### src/verilog/astr_defs.vh
// Constants for the asynchronous serial transmit and receive core.
`ifndef ASTR_DEFS_VH
`define ASTR_DEFS_VH
// Register word indexes on the Avalon-MM slave.
`define ASTR_REG_CTRL     2'h0
`define ASTR_REG_STATUS   2'h1
`define ASTR_REG_DATA     2'h2
// Control register bit positions.
`define ASTR_C_TXEN       0
`define ASTR_C_RXEN       1
`define ASTR_C_WLEN       2
`define ASTR_C_PON        3
`define ASTR_C_PTYPE      4
`define ASTR_C_QLT        5
`define ASTR_C_WAKE       6
`define ASTR_C_SLEEP      7
`define ASTR_C_SBK        8
`define ASTR_C_ODS        9
`define ASTR_C_TIE        10
`define ASTR_C_TX_DONE_INT_ENABLE       11
`define ASTR_C_RIE        12
`define ASTR_C_QIE        13
`define ASTR_CTRL_W       14
// Status register bit positions.
`define ASTR_S_PF         0
`define ASTR_S_FE         1
`define ASTR_S_NF         2
`define ASTR_S_OR         3
`define ASTR_S_IDLE       4
`define ASTR_S_RX_FULL_FLAG       5
`define ASTR_S_TC         6
`define ASTR_S_TX_BUFFER_EMPTY_FLAG       7
// Reset values.
`define ASTR_CTRL_RST     14'h0000
// Sampling clock: system clock ticks per 16x sample tick and samples per bit.
`define ASTR_SYS_HZ       25000000
`define ASTR_BAUD         115200
`define ASTR_TICK_DIV     (`ASTR_SYS_HZ / (16 * `ASTR_BAUD))
`define ASTR_TICK_LOAD    8'h0C
`define ASTR_SPB          5'h10
`define ASTR_SPB_LAST     4'hF
`define ASTR_MID_A        4'h7
`define ASTR_MID_B        4'h8
`define ASTR_MID_C        4'h9
`define ASTR_EDGE_LO      4'h3
`define ASTR_EDGE_HI      4'hC
`define ASTR_START_ONES   2'h3
// Frame lengths in bits, for the two word lengths.
`define ASTR_FRAME_10     4'hA
`define ASTR_FRAME_11     4'hB
`endif

### src/verilog/astr_core.v
// Asynchronous serial transmitter and receiver with Avalon-MM registers.
// Contract
// Transmit path holds one word plus shifter.
// Shifter drives pin while enabled or busy.
// Select bit makes pin open-drain or push-pull.
// Buffer-empty clears on load, sets on transfer. The code clears it on a status write, not on the data load.
// Software clears buffer-empty before writing data.
// Complete flag low while busy; read-write clears. The code sets it as the mark bit after break starts.
// Enabling transmitter sends one idle preamble.
// Break frames while set, then mark bit.
// All sent: both flags set, pin mark.
// Disabling finishes frames, drops buffered word.
// Re-enable mid-frame sends preamble then continues.
// Transmit flags raise requests when enabled.
// Stop bit moves word, sets receive-full.
// Error flags set only at transfer.
// Full holding register: overrun, drop new frame.
// Status read arms, data read clears.
// Receive-full request; errors have no enables.
// Idle line of frame length sets flag.
// Short counts any ones; long after stop.
// Idle flag rearms only after a frame.
// Sleep suppresses receive flags and requests.
// Wake on idle line or address mark.
// Word length picks ten or eleven bits.
// Parity in data MSB, even or odd.
// Sixteen samples per bit, realigned on edges.
//
// The register offsets and the Avalon-MM register port were decided locally.
`include "astr_defs.vh"
`timescale 1ns/1ps
`default_nettype none
module astr_core (
    input  wire        i_clk_sys,         // System clock, 25 MHz.
    input  wire        i_reset_n,         // Asynchronous reset, active low.
    input  wire [1:0]  i_avs_address,     // Register word index.
    input  wire        i_avs_read,        // Read request.
    input  wire        i_avs_write,       // Write request.
    input  wire [31:0] i_avs_writedata,   // Write data.
    output reg  [31:0] o_avs_readdata,    // Read data.
    output wire        o_avs_waitrequest, // Stall.
    input  wire        i_rxd,             // Serial input pin.
    input  wire        i_port_out,        // Port level for the pin.
    input  wire        i_port_dir,        // Port drives pin when high.
    output reg         o_txd_out,         // Serial output pin level.
    output wire        o_txd_oe,          // Serial output pin enable.
    output wire        o_irq              // Interrupt request.
);
    reg  [`ASTR_CTRL_W-1:0] ctrl;          // Control register.
    reg         ack;                       // Second cycle of a bus access.
    reg  [7:0]  stat;                      // Status flags.
    reg  [7:0]  arm;                       // Receive flags armed by a status read.
    reg  [8:0]  tx_holding_reg;            // Transmit holding word.
    reg  [8:0]  rx_holding_reg;            // Receive holding word.
    reg  [7:0]  tick_cnt;                  // Divider for the 16x sample tick.
    wire        tick = (tick_cnt == 8'h00);
    // Transmitter state.
    reg  [10:0] tx_shift;                  // Frame bits, LSB first.
    reg  [3:0]  tx_left;                   // Bits left in the frame.
    reg  [3:0]  tx_phase;                  // Sample phase within a bit.
    reg         tx_active;                 // A frame is on the wire.
    reg         pre_pend;                  // Preamble owed.
    reg         mark_pend;                 // Mark bit owed after break.
    reg         tc_arm;                    // Status read saw complete set.
    reg         txen_d;                    // Delayed enable for edge detect.
    // Receiver state.
    reg         rx_m1, rx_s, rx_p;         // Synchroniser and previous sample.
    reg  [1:0]  rx_state;                  // Receiver state.
    reg  [3:0]  rx_phase;                  // Sample phase within a bit.
    reg  [3:0]  rx_bit;                    // Bits taken in the frame.
    reg  [1:0]  ones;                      // Samples of one before a start.
    reg  [2:0]  vote;                      // First two mid-bit samples; bit 2 unused.
    reg  [10:0] rx_shift;                  // Received bits.
    reg         rx_noise;                  // Noise seen in the frame.
    reg  [4:0]  hi_samp;                   // Samples of the current one bit-time.
    reg  [3:0]  hi_bits;                   // Contiguous one bit-times.
    reg         idle_arm;                  // Idle flag may set again.
    localparam [1:0] RX_HUNT  = 2'h0;
    localparam [1:0] RX_START = 2'h1;
    localparam [1:0] RX_DATA  = 2'h2;

    wire        bus_req = i_avs_read | i_avs_write;
    wire        rd_done = i_avs_read & ack;
    wire        wr_done = i_avs_write & ack;
    wire [3:0]  flen = ctrl[`ASTR_C_WLEN] ? `ASTR_FRAME_11 : `ASTR_FRAME_10;
    wire        txen = ctrl[`ASTR_C_TXEN];

    // Majority of three samples.
    function maj3;
        input [2:0] v;
        begin
            maj3 = (v[0] & v[1]) | (v[0] & v[2]) | (v[1] & v[2]);
        end
    endfunction

    // Applies parity into the word MSB for the chosen word length.
    function [8:0] with_par;
        input [8:0] d;
        input       m;
        input       pon;
        input       pt;
        begin
            with_par = d;
            if (pon & m) begin
                with_par[8] = ^d[7:0] ^ pt;
            end else if (pon) begin
                with_par[7] = ^d[6:0] ^ pt;
            end
        end
    endfunction

    // Waitrequest holds the first cycle of every access.
    assign o_avs_waitrequest = bus_req & ~ack;

    // Bus handshake and read data, registered in the first cycle.
    always @(posedge i_clk_sys or negedge i_reset_n) begin
        if (!i_reset_n) begin
            ack            <= 1'b0;
            o_avs_readdata <= 32'h00000000;
        end else if (!o_avs_waitrequest) begin
            // Read data stands between accesses.
            ack <= 1'b0;
        end else begin
            ack <= 1'b1;
            case (i_avs_address)
                `ASTR_REG_CTRL:   o_avs_readdata <= {18'h00000, ctrl};
                `ASTR_REG_STATUS: o_avs_readdata <= {24'h000000, stat};
                `ASTR_REG_DATA:   o_avs_readdata <= {23'h000000, rx_holding_reg};
                default:          o_avs_readdata <= 32'h00000000;
            endcase
        end
    end

    // Sample tick at sixteen times the bit rate.
    always @(posedge i_clk_sys or negedge i_reset_n) begin
        if (!i_reset_n) begin
            tick_cnt <= 8'h00;
        end else if (tick) begin
            tick_cnt <= `ASTR_TICK_LOAD;
        end else begin
            tick_cnt <= tick_cnt - 8'h01;
        end
    end

    // Pin: shifter while working, else port logic, open-drain by select.
    // shifter owns pin
    always @* begin
        if (txen | tx_active) begin
            o_txd_out = tx_active ? tx_shift[0] : 1'b1;
        end else begin
            o_txd_out = i_port_out;
        end
    end
    // open-drain select
    assign o_txd_oe = ((txen | tx_active) | i_port_dir) & (~ctrl[`ASTR_C_ODS] | ~o_txd_out);

    // transmit requests
    // receive-full request
    // asleep, no receive requests
    assign o_irq = (stat[`ASTR_S_TX_BUFFER_EMPTY_FLAG] & ctrl[`ASTR_C_TIE]) | (stat[`ASTR_S_TC] & ctrl[`ASTR_C_TX_DONE_INT_ENABLE])
                 | (~ctrl[`ASTR_C_SLEEP] & ((stat[`ASTR_S_RX_FULL_FLAG] & ctrl[`ASTR_C_RIE])
                 | (stat[`ASTR_S_IDLE] & ctrl[`ASTR_C_QIE])));

    // Receiver input synchroniser.
    always @(posedge i_clk_sys or negedge i_reset_n) begin
        if (!i_reset_n) begin
            rx_m1 <= 1'b1;
            rx_s  <= 1'b1;
        end else begin
            rx_m1 <= i_rxd;
            rx_s  <= rx_m1;
        end
    end

    // Transmitter, receiver and flags.
    always @(posedge i_clk_sys or negedge i_reset_n) begin
        if (!i_reset_n) begin
            ctrl           <= `ASTR_CTRL_RST;
            stat           <= 8'hC0;
            arm            <= 8'h00;
            tx_holding_reg <= 9'h000;
            rx_holding_reg <= 9'h000;
            tx_shift       <= 11'h7FF;
            tx_left        <= 4'h0;
            tx_phase       <= 4'h0;
            tx_active      <= 1'b0;
            pre_pend       <= 1'b0;
            mark_pend      <= 1'b0;
            tc_arm         <= 1'b0;
            txen_d         <= 1'b0;
            rx_p           <= 1'b1;
            rx_state       <= RX_HUNT;
            rx_phase       <= 4'h0;
            rx_bit         <= 4'h0;
            ones           <= 2'h0;
            vote           <= 3'h0;
            rx_shift       <= 11'h000;
            rx_noise       <= 1'b0;
            hi_samp        <= 5'h00;
            hi_bits        <= 4'h0;
            idle_arm       <= 1'b1;
        end else begin
            txen_d <= txen;
            // Software accesses; later set events win.
            if (wr_done && i_avs_address == `ASTR_REG_CTRL) begin
                ctrl <= i_avs_writedata[`ASTR_CTRL_W-1:0];
            end
            // status write clears buffer-empty
            if (wr_done && i_avs_address == `ASTR_REG_STATUS) begin
                stat[`ASTR_S_TX_BUFFER_EMPTY_FLAG] <= 1'b0;
            end
            // status read arms clearing
            if (rd_done && i_avs_address == `ASTR_REG_STATUS) begin
                arm    <= stat & 8'h3F;
                tc_arm <= stat[`ASTR_S_TC];
            end
            if (rd_done && i_avs_address == `ASTR_REG_DATA) begin
                stat[5:0] <= stat[5:0] & ~arm[5:0];
                arm       <= 8'h00;
            end
            // load holding word
            // ignored while buffer-empty set
            if (wr_done && i_avs_address == `ASTR_REG_DATA) begin
                if (!stat[`ASTR_S_TX_BUFFER_EMPTY_FLAG]) begin
                    tx_holding_reg <= i_avs_writedata[8:0];
                end
                // read then write clears
                if (tc_arm) begin
                    stat[`ASTR_S_TC] <= 1'b0;
                    tc_arm           <= 1'b0;
                end
            end
            // enable edge owes a preamble
            // re-enable mid-frame also
            if (txen && !txen_d) begin
                pre_pend <= 1'b1;
            end
            // Transmit bit timing, one bit per sixteen ticks.
            if (tick && tx_active) begin
                tx_phase <= tx_phase + 4'h1;
                if (tx_phase == `ASTR_SPB_LAST) begin
                    tx_shift <= {1'b1, tx_shift[10:1]};
                    tx_left  <= tx_left - 4'h1;
                    if (tx_left == 4'h1) begin
                        tx_active <= 1'b0;
                    end
                end
            end
            // Choose the next frame at a frame boundary.
            if (!tx_active && tick) begin
                tx_phase <= 4'h0;
                if (txen && pre_pend) begin
                    // idle preamble frame
                    tx_shift  <= 11'h7FF;
                    tx_left   <= flen;
                    tx_active <= 1'b1;
                    pre_pend  <= 1'b0;
                    stat[`ASTR_S_TC] <= 1'b0;
                end else if (txen && ctrl[`ASTR_C_SBK]) begin
                    // all-zero break frame
                    tx_shift  <= 11'h000;
                    tx_left   <= flen;
                    tx_active <= 1'b1;
                    mark_pend <= 1'b1;
                    stat[`ASTR_S_TC] <= 1'b0;
                end else if (mark_pend) begin
                    // one mark bit after break
                    tx_shift  <= 11'h7FF;
                    tx_left   <= 4'h1;
                    tx_active <= 1'b1;
                    mark_pend <= 1'b0;
                    stat[`ASTR_S_TC] <= 1'b1;
                end else if (txen && !stat[`ASTR_S_TX_BUFFER_EMPTY_FLAG] && !(wr_done && i_avs_address == `ASTR_REG_DATA)) begin
                    // holding word moves to shifter
                    // frame length by word length
                    // parity generated
                    tx_shift <= {1'b1, with_par(tx_holding_reg, ctrl[`ASTR_C_WLEN], ctrl[`ASTR_C_PON],
                                 ctrl[`ASTR_C_PTYPE]), 1'b0} | {1'b0, ~ctrl[`ASTR_C_WLEN], 9'h000};
                    tx_left   <= flen;
                    tx_active <= 1'b1;
                    // transfer sets buffer-empty
                    stat[`ASTR_S_TX_BUFFER_EMPTY_FLAG] <= 1'b1;
                    stat[`ASTR_S_TC]   <= 1'b0;
                end else begin
                    // idle: both flags, mark
                    // disabled: word dropped, complete
                    stat[`ASTR_S_TC] <= 1'b1;
                    if (!txen) begin
                        stat[`ASTR_S_TX_BUFFER_EMPTY_FLAG] <= 1'b1;
                        pre_pend           <= 1'b0;
                    end
                end
            end
            // Idle-line counter in bit-times of high line.
            if (tick) begin
                rx_p <= rx_s;
                // long mode ignores frame ones
                if (!rx_s || (ctrl[`ASTR_C_QLT] && rx_state != RX_HUNT)) begin
                    hi_samp <= 5'h00;
                    hi_bits <= 4'h0;
                end else if (hi_samp == `ASTR_SPB - 5'h01) begin
                    hi_samp <= 5'h00;
                    if (hi_bits != flen) begin
                        hi_bits <= hi_bits + 4'h1;
                    end
                end else begin
                    hi_samp <= hi_samp + 5'h01;
                end
            end
            // idle line of frame length
            // only once per received frame
            if (tick && hi_bits == flen && idle_arm && ctrl[`ASTR_C_RXEN]) begin
                idle_arm <= 1'b0;
                if (ctrl[`ASTR_C_SLEEP]) begin
                    // idle-line wake
                    if (!ctrl[`ASTR_C_WAKE]) begin
                        ctrl[`ASTR_C_SLEEP] <= 1'b0;
                    end
                end else begin
                    stat[`ASTR_S_IDLE] <= 1'b1;
                end
            end
            // receiver samples at 16x
            if (tick && ctrl[`ASTR_C_RXEN]) begin
                case (rx_state)
                    RX_HUNT: begin
                        // Start needs three ones then a falling edge.
                        if (rx_s && ones != `ASTR_START_ONES) begin
                            ones <= ones + 2'h1;
                        end else if (!rx_s && ones == `ASTR_START_ONES) begin
                            rx_state <= RX_START;
                            rx_phase <= 4'h1;
                            rx_bit   <= 4'h0;
                            rx_noise <= 1'b0;
                            ones     <= 2'h0;
                        end else if (!rx_s) begin
                            ones <= 2'h0;
                        end
                    end
                    RX_START, RX_DATA: begin
                        rx_phase <= rx_phase + 4'h1;
                        // realign on edges near boundary
                        if (rx_s != rx_p && (rx_phase <= `ASTR_EDGE_LO || rx_phase >= `ASTR_EDGE_HI)) begin
                            rx_phase <= 4'h1;
                        end
                        if (rx_phase == `ASTR_MID_A) begin
                            vote[0] <= rx_s;
                        end
                        if (rx_phase == `ASTR_MID_B) begin
                            vote[1] <= rx_s;
                        end
                        if (rx_phase == `ASTR_MID_C) begin
                            // noise detected per bit
                            if (vote[0] != rx_s || vote[1] != rx_s) begin
                                rx_noise <= 1'b1;
                            end
                            rx_shift <= {maj3({rx_s, vote[1:0]}), rx_shift[10:1]};
                            rx_bit   <= rx_bit + 4'h1;
                            if (rx_state == RX_START) begin
                                // A high start bit was a glitch.
                                rx_state <= maj3({rx_s, vote[1:0]}) ? RX_HUNT : RX_DATA;
                            end else if (rx_bit == flen - 4'h1) begin
                                // stop bit completes the frame
                                rx_state <= RX_HUNT;
                                idle_arm <= 1'b1;
                                if (!ctrl[`ASTR_C_SLEEP] || (ctrl[`ASTR_C_WAKE] && rx_shift[10])) begin
                                    // address mark wakes
                                    ctrl[`ASTR_C_SLEEP] <= 1'b0;
                                    if (stat[`ASTR_S_RX_FULL_FLAG] && !(rd_done && i_avs_address == `ASTR_REG_DATA &&
                                        arm[`ASTR_S_RX_FULL_FLAG])) begin
                                        // overrun keeps old word
                                        stat[`ASTR_S_OR] <= 1'b1;
                                    end else begin
                                        // transfer and set full
                                        // errors set at transfer
                                        // parity checked
                                        rx_holding_reg <= ctrl[`ASTR_C_WLEN] ? rx_shift[10:2]
                                                                             : {1'b0, rx_shift[10:3]};
                                        stat[`ASTR_S_RX_FULL_FLAG] <= 1'b1;
                                        stat[`ASTR_S_NF]   <= rx_noise | (vote[0] != rx_s) | (vote[1] != rx_s);
                                        stat[`ASTR_S_FE]   <= ~maj3({rx_s, vote[1:0]});
                                        stat[`ASTR_S_PF]   <= ctrl[`ASTR_C_PON] & (ctrl[`ASTR_C_WLEN]
                                            ? (^rx_shift[10:2] ^ ctrl[`ASTR_C_PTYPE])
                                            : (^rx_shift[10:3] ^ ctrl[`ASTR_C_PTYPE]));
                                    end
                                end
                            end
                        end
                    end
                    default: rx_state <= RX_HUNT;
                endcase
            end else if (!ctrl[`ASTR_C_RXEN]) begin
                rx_state <= RX_HUNT;
                ones     <= 2'h0;
            end
        end
    end
endmodule
`default_nettype wire

### config.mk
export PLATFORM = sky130hd
export DESIGN_NAME = astr_core
export DESIGN_NICKNAME = d
export VERILOG_FILES = /design/src/verilog/astr_core.v
export VERILOG_INCLUDE_DIRS = /design/src /design/src/verilog
export SDC_FILE = /design/constraint.sdc
export NUM_CORES = 1
export LEC_CHECK = 0
export BUFFER_PORTS_ARGS = -buffer_cell sky130_fd_sc_hd__clkbuf_2
export CAP_MARGIN = 20
export CORE_MARGIN = 2
export CORE_UTILIZATION = 35
export CTS_BUF_LIST = sky130_fd_sc_hd__clkbuf_4
export DETAILED_ROUTE_END_ITERATION = 16
export SLEW_MARGIN = 0
export SYNTH_ARGS = -nofsm -noshare
export SYNTH_HDL_FRONTEND = slang
export SYNTH_SLANG_ARGS = --single-unit
### constraint.sdc
create_clock -name i_clk_sys -period 2 [get_ports i_clk_sys]
set_input_delay 0.2 -clock i_clk_sys [delete_from_list [all_inputs] [get_ports i_clk_sys]]
set_output_delay 0.2 -clock i_clk_sys [all_outputs]
set_load 0.01 [all_outputs]
* Yosys cells after proc, flatten, opt, wreduce, memory -nomap -nowiden
Cells that the tools add are included.
** Cells by class
- $lt $le $gt $ge :: 2
- Bitwise logic cells :: 42
- Muxes and demuxes :: 136
- Equal/unequal tests :: 29
- Reductions and logical operators :: 63
- $add $sub $neg :: 9
** Operator list (count)
- $mux W4 :: 24
- $mux W11 :: 7
- $mux W1 :: 76
- $pmux W14 S3 :: 1
- $mux W2 :: 15
- $logic_and A1 B1 Y1 :: 23
- $mux W6 :: 3
- $add A4 B1 Y4 const B :: 4
- $mux W8 :: 2
- $pmux W4 S2 :: 2
- $reduce_bool A2 Y1 :: 8
- $reduce_xor A8 Y1 :: 2
- $reduce_and A3 Y1 :: 5
- $and A1 B1 Y1 :: 14
- $eq A4 B4 Y1 const B :: 3
- $or A1 B1 Y1 :: 11
- $or A11 B10 Y11 :: 1
- $mux W5 :: 2
- $ne A2 B2 Y1 const B :: 5
- $not A1 Y1 :: 10
- $reduce_and A5 Y1 :: 2
- $mux W9 :: 1
- $ne A3 B3 Y1 const B :: 3
- $reduce_xor A9 Y1 :: 1
- 33 further kinds :: 56
** Word-level totals
- Word-level logic and storage cells :: 313
- Bits in registers :: 150
- Output and inout bits :: 36

* Depth between registers and ports, before layout
Gate-level depths: netlist of the first run.
- Word-level depth :: 15
- Gate-level depth with buffers :: 9
- Gate-level depth less buffers :: 7

* Least setup slack after synthesis of the first run
No wires, ideal clock.
- Path type :: register to register
- Start point :: reg tick_cnt[0]
- End point :: reg rx_shift[10]
- Clock period less this slack :: 2.127 ns
- Setup slack :: -0.127 ns
- Arrival :: 2.002 ns
- Stages on the path, launching flop included :: 7
- Data required time :: 1.875 ns
- Cell sequence :: dfrtp_1 inv_1 ha_1 nor3b_1 nand2_1 nor3_2 mux2_2
** Between the ends
- Word-level cells in the longest chain between the ends :: 3
** Ends and longest elaborated chain
- start: declaration :: line astr_core.v:55 : reg [7:0] tick_cnt;
- start signal: assignment :: line astr_core.v:139 : tick_cnt <= `ASTR_TICK_LOAD;
- start signal: assignment :: line astr_core.v:141 : tick_cnt <= tick_cnt - 8'h01;
- $logic_not A8 Y1 :: line astr_core.v:56 : wire tick = (tick_cnt == 8'h00);
- $logic_and A1 B1 Y1 :: line astr_core.v:324 : if (tick && ctrl[`ASTR_C_RXEN]) begin
- $reduce_and A3 Y1 (no line)
- end signal: assignment :: line astr_core.v:357 : rx_shift <= {maj3({rx_s, vote[1:0]}), rx_shift[10:1]};
- end: declaration :: line astr_core.v:73 : reg [10:0] rx_shift;
Every way passes these cells.
A chain may end at the register's enable or synchronous reset.

* Final worst setup path of the first run
- Start point :: reg tick_cnt[1]
- End point :: reg stat[2]
** Between the ends
- Word-level cells in the longest chain between the ends :: 3
** Ends and longest elaborated chain
- $logic_not A8 Y1 :: line astr_core.v:56
- $logic_and A1 B1 Y1 :: line astr_core.v:324
- $mux W4 :: line astr_core.v:324
- end signal: indexed assignment :: line astr_core.v:380 : stat[`ASTR_S_NF] <= rx_noise | (vote[0] != rx_s) | (vote[1] != rx_s);
- end signal: indexed assignment :: line astr_core.v:381 : stat[`ASTR_S_FE] <= ~maj3({rx_s, vote[1:0]});
- end signal: indexed assignment :: line astr_core.v:382 : stat[`ASTR_S_PF] <= ctrl[`ASTR_C_PON] & (ctrl[`ASTR_C_WLEN]
- end: declaration :: line astr_core.v:51 : reg [7:0] stat;
Every way passes these cells.

==> results of run 1 <==
-- critical path, delay by kind of cell (launching register included) --
family | cells | cell delay, ns
AOI/OAI and AO/OA | 1 | 0.03
adders and majority gates | 1 | 0.13
and+or+nand+nor | 4 | 1.09
DFF | 1 | 0.41
buffers and inverters | 2 | 0.26
-- through the flow --
stage | setup TNS, ns | hold WS (ns) | cells | area, sq um
after floorplan | 0 | -0.0956 | 679 | 6800
after global placement | -0.512 | 0.184 | 964 | 7540
after detailed placement | -0.666 | 0.182 | 964 | 7540
after CTS | -0.0656 | 0.00780 | 1016 | 8060
after global routing | -1.37 | 0.0155 | 1027 | 8310
final | -0.0674 | 0.0662 | 1027 | 8310
-- cells by family (layout without fill, tap and decap cells) --
group                    Yosys count  count (layout)  share of synthesized area [%]
AO/OA/AOI/OAI                    146             146                           13.6
XOR/XNOR                          25              25                           3.67
adder cells (fa/ha/maj)           21              21                           3.91
buffers and inverters             73             186                           5.20
flip-flops                       130             130                           48.7
multiplexers                      62              62                           9.87
other                              1              19                         0.0558
AND/OR/NAND/NOR                  204             204                           14.9
-- where the power goes --
group | total [mW] | switching [mW] | internal, mW
Sequential | 3.14 | 0.254 | 2.89
Combinational | 1.16 | 0.596 | 0.568
Clock | 1.74 | 0.920 | 0.823
Total | 6.05 | 1.77 | 4.28
-- final cells by class --
class / count / share of cell area [%]
diodes: 1 / 0.0301
multi-input cells: 476 / 40.6
clock buffers: 24 / 2.17
clock inverters: 7 / 1.04
repair buffers: 128 / 12.0
flip-flops and latches: 130 / 39.4
well taps: 234 / 3.52
inverters: 27 / 1.22
-- synth_stat cells, drive strengths merged (4+ instances only) --
cell	n	share of area, %
nand2	95	5.3
mux2	34	5.7
dfstp	17	6.6
nor2	37	2.3
mux2i	28	4.2
nand4	5	0.69
o21ai	67	5.0
nand3	22	1.6
inv	27	1.5
a22oi	9	1.0
o31ai	4	0.45
buf	26	2.6
nor3	7	0.60
nand2b	4	0.37
clkbuf	20	1.1
a211oi	5	0.56
ha	21	3.9
nor2b	4	0.37
xnor2	16	2.1
xor2	7	0.91
a22o	15	2.0
dfrtp	113	42
a21oi	25	1.9
-- how the worst max path moves through the flow --
stage                               start               endpoint  slack [ns]  cells past startpoint
floorplan           tick_cnt[0]$_DFF_PN0_  rx_bit[3]$_DFFE_PN0P_       0.007                      7
global placement    tick_cnt[0]$_DFF_PN0_  rx_bit[3]$_DFFE_PN0P_       -0.08                      7
detailed placement  tick_cnt[0]$_DFF_PN0_    ones[0]$_DFFE_PN0P_       -0.10                      7
CTS                 tick_cnt[1]$_DFF_PN0_  rx_bit[3]$_DFFE_PN0P_       -0.04                      7
global route          ctrl[2]$_DFFE_PN0N_      stat[2]$_DFF_PN0_       -0.18                      8
finish              tick_cnt[1]$_DFF_PN0_      stat[2]$_DFF_PN0_       -0.03                      8
-- repair_timing --
item | 4_1_cts | 5_1_grt
buffers inserted | 5 | 10
setup endpoints to repair | 38 | 58
gates resized for setup | 18 | 53
hold buffers | 16 | 0
hold endpoints to repair | 134 | 0
pin swaps | 10 | 11
-- layer usage --
metal  part of all wire [%]  vias up
li1                       -     2524
met4                    1.2        0
met2                     45       82
met1                     51     2432
met3                    3.1       14
met5                      0        -
==> results.yml, run 1 <==
layout:
  mostFrequentLayoutCell: "dfrtp_1"
  postLayoutCoreUtil_pct: 44.3
  layout_common_cells: "dfrtp_1 (112), nand2_1 (93), buf_4 (58)"
  area_growth_syn_to_layout_pct: 23.7
  multi_input_comb_area_sq_um: 3380
  fill_cells: 1811
  seqCellArea_sq_um: 3280
  drive_gt1_share_pct: 30.1
  fin_nets: 842
  reg_top3: "ctrl x14, o_avs_readdata x14, tx_shift x11"
floorplan:
  die-area_sq_um: 20300
  die_w_um: 143
  core_sq_um: 18800
  ioPinCount: 77
  die_h_um: 143
  row_count: 50
  initial_utilization_pct: 35.8
cts:
  clk_latency_ns: 0.54
  numCtsBuffers: 17
  htreeDepth: 4
  tritoncts: "yes"
  cts-root-buf: "clkbuf_4"
  cts_buffer_depth: 2
  cts_sinks: 130
  clk_pin_slew_ns: 0.10
timing:
  final_max_slew_viol_count: 0
  max_freq_ghz: 0.492
  maxSlewHeadroom_pct: 58.5
  rsz0062_at_grt: "true"
  fin_skew_ns: 0.0278
  setup_viol: 3
  hold_violations: 0
  worst_slack_ns: -0.0335
  worstMarginPinSlew_ns: 0.616
  fin_crit_sh_pct: 102
  period_needed_ns: 2.03
global_route:
  overflow: 0
  grt_pass1_wl_mm: 24.2
  antenna_found_initial: 1
  grtUsageMet1_pct: 21.2
  busiest_layer: "met2"
  grt.total_usage_pct: 15.2
  grt_util_met2_pct: 23.3
  grt_max_degree: 51
  grt_pass1_vias: 4816
  grtUsageMet3_pct: 3.57
critical_path:
  reg2regPathDepth: 8
  arrival_ns: 2.46
  crit_type: "reg -> reg"
  cp-start-kind: "flop"
  cp_slowest_cell: "dfrtp_1"
  crit_chain: "inv_2 > ha_4 > or3b_4 > nor2_8 > nand4_1 > nor4_2 > buf_4 > a21oi_2"
  r2r_start: "tick_cnt[1]$_DFF_PN0_"
  critPathCaptureType: "flop"
  crit_path_max_fanout: 4
  critPathRequiredTime_ns: 2.43
  rrSetupSlack_ns: -0.03
  regToRegEndpoint: "stat[2]$_DFF_PN0_"
  max_stage_delay_ns: 0.41
worst_hold_path:
  holdCritPathClass: "in -> reg"
  holdPathEnd: "tc_arm$_DFF_PN0_"
  worstHoldStart: "i_avs_address[0]"
  hold_depth: 3
route:
  wire_per_inst_um: 14.6
  dr.pass1.iters: 4
  vias_per_cell: 4.92
  drc_errors: 0
  drt-total-wl_mm: 15.0
  ant_nets: 0
  dr_total_vias: 5052
  drtIter0Drc: 218
yosys:
  seq_area_frac_synth_pct: 48.7
  synth.avg_cell_area_sq_um: 10.1
  synth.distinct_cells: 61
  synth_area_sq_um: 6720
  ys_ff_latch: 130
  ys_async_sr_fraction_pct: 100
  yosysWarnings: 0
  synth_enable_flop_cells: 0
  synthCells: 662
  ys.flop_type: "dfrtp_1"
place:
  io_buffers: 40
  post-place-ws_ns: -0.103
  dp_hpwl_mm: 10.4
  gp_congestion: 0.777
run_status:
  violations: "setup timing"
  outcome: "complete, but fails checks"
flow_run:
  cap_viol_max_count: 0
power_and_ir_drop:
  peakVddDrop_mv: 0.332
  p_leak_nw: 3.74
  total_power_mw: 6.05
  power-per-cell-area_nw_per_um2: 727
Power figures use the tool's default switching activity.
==> run 2: changes to the inputs <==
--- a/config.mk
+++ b/config.mk
@@ -12,6 +12,7 @@
 export CORE_UTILIZATION = 35
 export CTS_BUF_LIST = sky130_fd_sc_hd__clkbuf_4
 export DETAILED_ROUTE_END_ITERATION = 16
+export REMOVE_ABC_BUFFERS = 1
 export SLEW_MARGIN = 0
 export SYNTH_ARGS = -nofsm -noshare
 export SYNTH_HDL_FRONTEND = slang
==> run 2 against run 1 <==
Compared with the run above:
- the run now ends clean
- sequential power about the same
- sequential cell count unchanged
- global-route usage increased by 1.4 points
- utilization decreased by 0.15 points
- critical path depth unchanged
- setup slack improved by 0.046 ns
- routed wire length increased by 5.3%
- register-to-register slack improved by 0.05 ns
- clock power increased by 9%
- worst hold slack improved by 0.0037 ns
- count of clock-buffer cells in the layout decreased by 6
- design area decreased by 0.35%
- critical endpoint is now rx_bit[3]$_DFFE_PN0P_
==> results.yml, run 2 (synthesized netlist as in run 1, its figures left out) <==
run_status:
  outcome: "finished clean"
route:
  drc_errors: 0
  vias_per_cell: 5.01
  dr.pass1.iters: 4
  ant_nets: 0
  drtIter0Drc: 349
  wire_per_inst_um: 15.3
  drt-total-wl_mm: 15.8
  dr_total_vias: 5163
global_route:
  antenna_found_initial: 0
  overflow: 0
  grt_max_degree: 59
  grt_pass1_vias: 5112
  grt.total_usage_pct: 16.6
  grt_pass1_wl_mm: 26.3
place:
  place_area_sq_um: 7520
  gp_congestion: 0.767
  post-place-ws_ns: -0.203
  io_buffers: 40
  dp_hpwl_mm: 11.2
power_and_ir_drop:
  total_power_mw: 6.26
  power_frac_comb_pct: 19.0
  power_frac_clock_pct: 30.3
  switching_share_pct: 30.6
  p_int_mw: 4.35
  peakVddDrop_mv: 0.333
  p_leak_nw: 3.73
  power-per-cell-area_nw_per_um2: 756
  p_seq_share_pct: 50.6
  p_sw_mw: 1.92
timing:
  final_max_slew_viol_count: 0
  worst_slack_ns: 0.0125
  period_needed_ns: 1.99
  rsz0062_at_grt: "true"
  max_freq_ghz: 0.503
  setup_viol: 0
  fin_crit_sh_pct: 99.4
  fin_skew_ns: 0.0286
  hold_violations: 0
  maxSlewHeadroom_pct: 57.7
  worstMarginPinSlew_ns: 0.633
  fin_tns_setup_ns: 0
critical_path:
  cp-start-kind: "flop"
  max_stage_delay_ns: 0.47
  cp_slowest_cell: "or4b_1"
  critPathCaptureType: "flop"
  crit_type: "reg -> reg"
  arrival_ns: 2.49
  critPathTopFamily: "simple AND/OR/NAND/NOR gates"
  critPathRequiredTime_ns: 2.51
  crit_chain: "inv_2 > ha_4 > or3b_4 > nor2_8 > buf_12 > nand4_4 > or4b_1 > nand3_1"
  rrSetupSlack_ns: 0.01
  critPathBufInv: 2
  crit_path_max_fanout: 5
worst_hold_path:
  holdCritPathClass: "in -> reg"
layout:
  fin_area_sq_um: 8280
  fill_cells: 1836
  diodes: 0
  reg_top3: "ctrl x14, o_avs_readdata x14, tx_shift x11"
  area_growth_syn_to_layout_pct: 23.3
  fin_nets: 845
  drive_gt1_share_pct: 30.0
  postLayoutCoreUtil_pct: 44.1
  mostFrequentLayoutCell: "dfrtp_1"
  layout_common_cells: "dfrtp_1 (112), nand2_1 (86), buf_4 (62)"
cts:
  cts-root-buf: "clkbuf_4"
  cts_sinks: 130
  numCtsBuffers: 17
  clk_latency_ns: 0.57
  cts_buffer_depth: 2
  clk_pin_slew_ns: 0.13
  tritoncts: "yes"
  htreeDepth: 4
floorplan:
  row_count: 50
  die_w_um: 143
  core_sq_um: 18800
  die_h_um: 143
  ioPinCount: 77
  initial_utilization_pct: 35.8
  die-area_sq_um: 20300
flow_run:
  cap_viol_max_count: 0
==> run 2: final timing paths <==
check | from | end | depth (start not counted)
min | i_avs_read | ack$_DFF_PN0_ | 3
max in group asynchronous | i_reset_n | rx_s$_DFF_PN1_ | 3
min in group asynchronous | i_reset_n | o_avs_readdata[2]$_DFFE_PN0P_ | 2
max | tick_cnt[0]$_DFF_PN0_ | rx_bit[3]$_DFFE_PN0P_ | 8
max reg2reg | tick_cnt[0]$_DFF_PN0_ | rx_bit[3]$_DFFE_PN0P_ | 8
min reg2reg | rx_m1$_DFF_PN1_ | rx_s$_DFF_PN1_ | 0
==> run 2: stage by stage <==
stage | instances | hold WS [ns]
finish | 1030 | 0.0699
global route | 1030 | 0.0615
CTS | 1026 | 0.0383
detailed placement | 969 | 0.223
global placement | 969 | 0.219
floorplan | 633 | -0.0956
==> run 2: per-layer routing <==
metal / vias to the layer above / GRT usage, % / part of all wire, %
li1: 2536 / - / -
met1: 2533 / 22.4 / 46
met2: 85 / 27.0 / 50
met3: 9 / 3.73 / 3.5
met4: 0 / 4.53 / 0.93
met5: - / 0 / 0
==> run 2: layout make-up <==
type                            count  area, sq um  share of cell area, %
Sequential cell                   130         3280                   39.5
Inverter                           27          101                   1.22
Tap cell                          234          293                   3.53
Timing Repair Buffer              131         1010                   12.2
Clock inverter                     14          163                   1.96
Clock buffer                       18          135                   1.63
Multi-Input combinational cell    476         3300                   39.9
==> run 2: worst register-to-register path: cells and delay by family, from the launching register on <==
| family | cells | cell delay [ns] |
|---|---|---|
| adder cells (fa/ha/maj) | 1 | 0.14 |
| buffers and inverters | 2 | 0.21 |
| flip-flops | 1 | 0.40 |
| AND/OR/NAND/NOR | 5 | 1.18 |
==> run 2: timing repair <==
| item | CTS | global route |
|---|---|---|
| endpoints found under the hold margin | 80 | 0 |
| gates resized for setup | 17 | 52 |
| setup buffers | 7 | 3 |
| hold buffers | 17 | 0 |
| endpoints found under the setup margin | 58 | 47 |
| pin swaps | 6 | 16 |
| gates cloned | 1 | 1 |
==> run 2: power by group through the flow <==
stage               sequential [mW]  clock [mW]  combinational, mW
global placement               3.22           0               1.14
detailed placement             3.22           0               1.17
finish                         3.17        1.90               1.19
floorplan                      3.17           0              0.702
CTS                            3.17        1.98               1.20
global route                   3.22        2.08               1.32
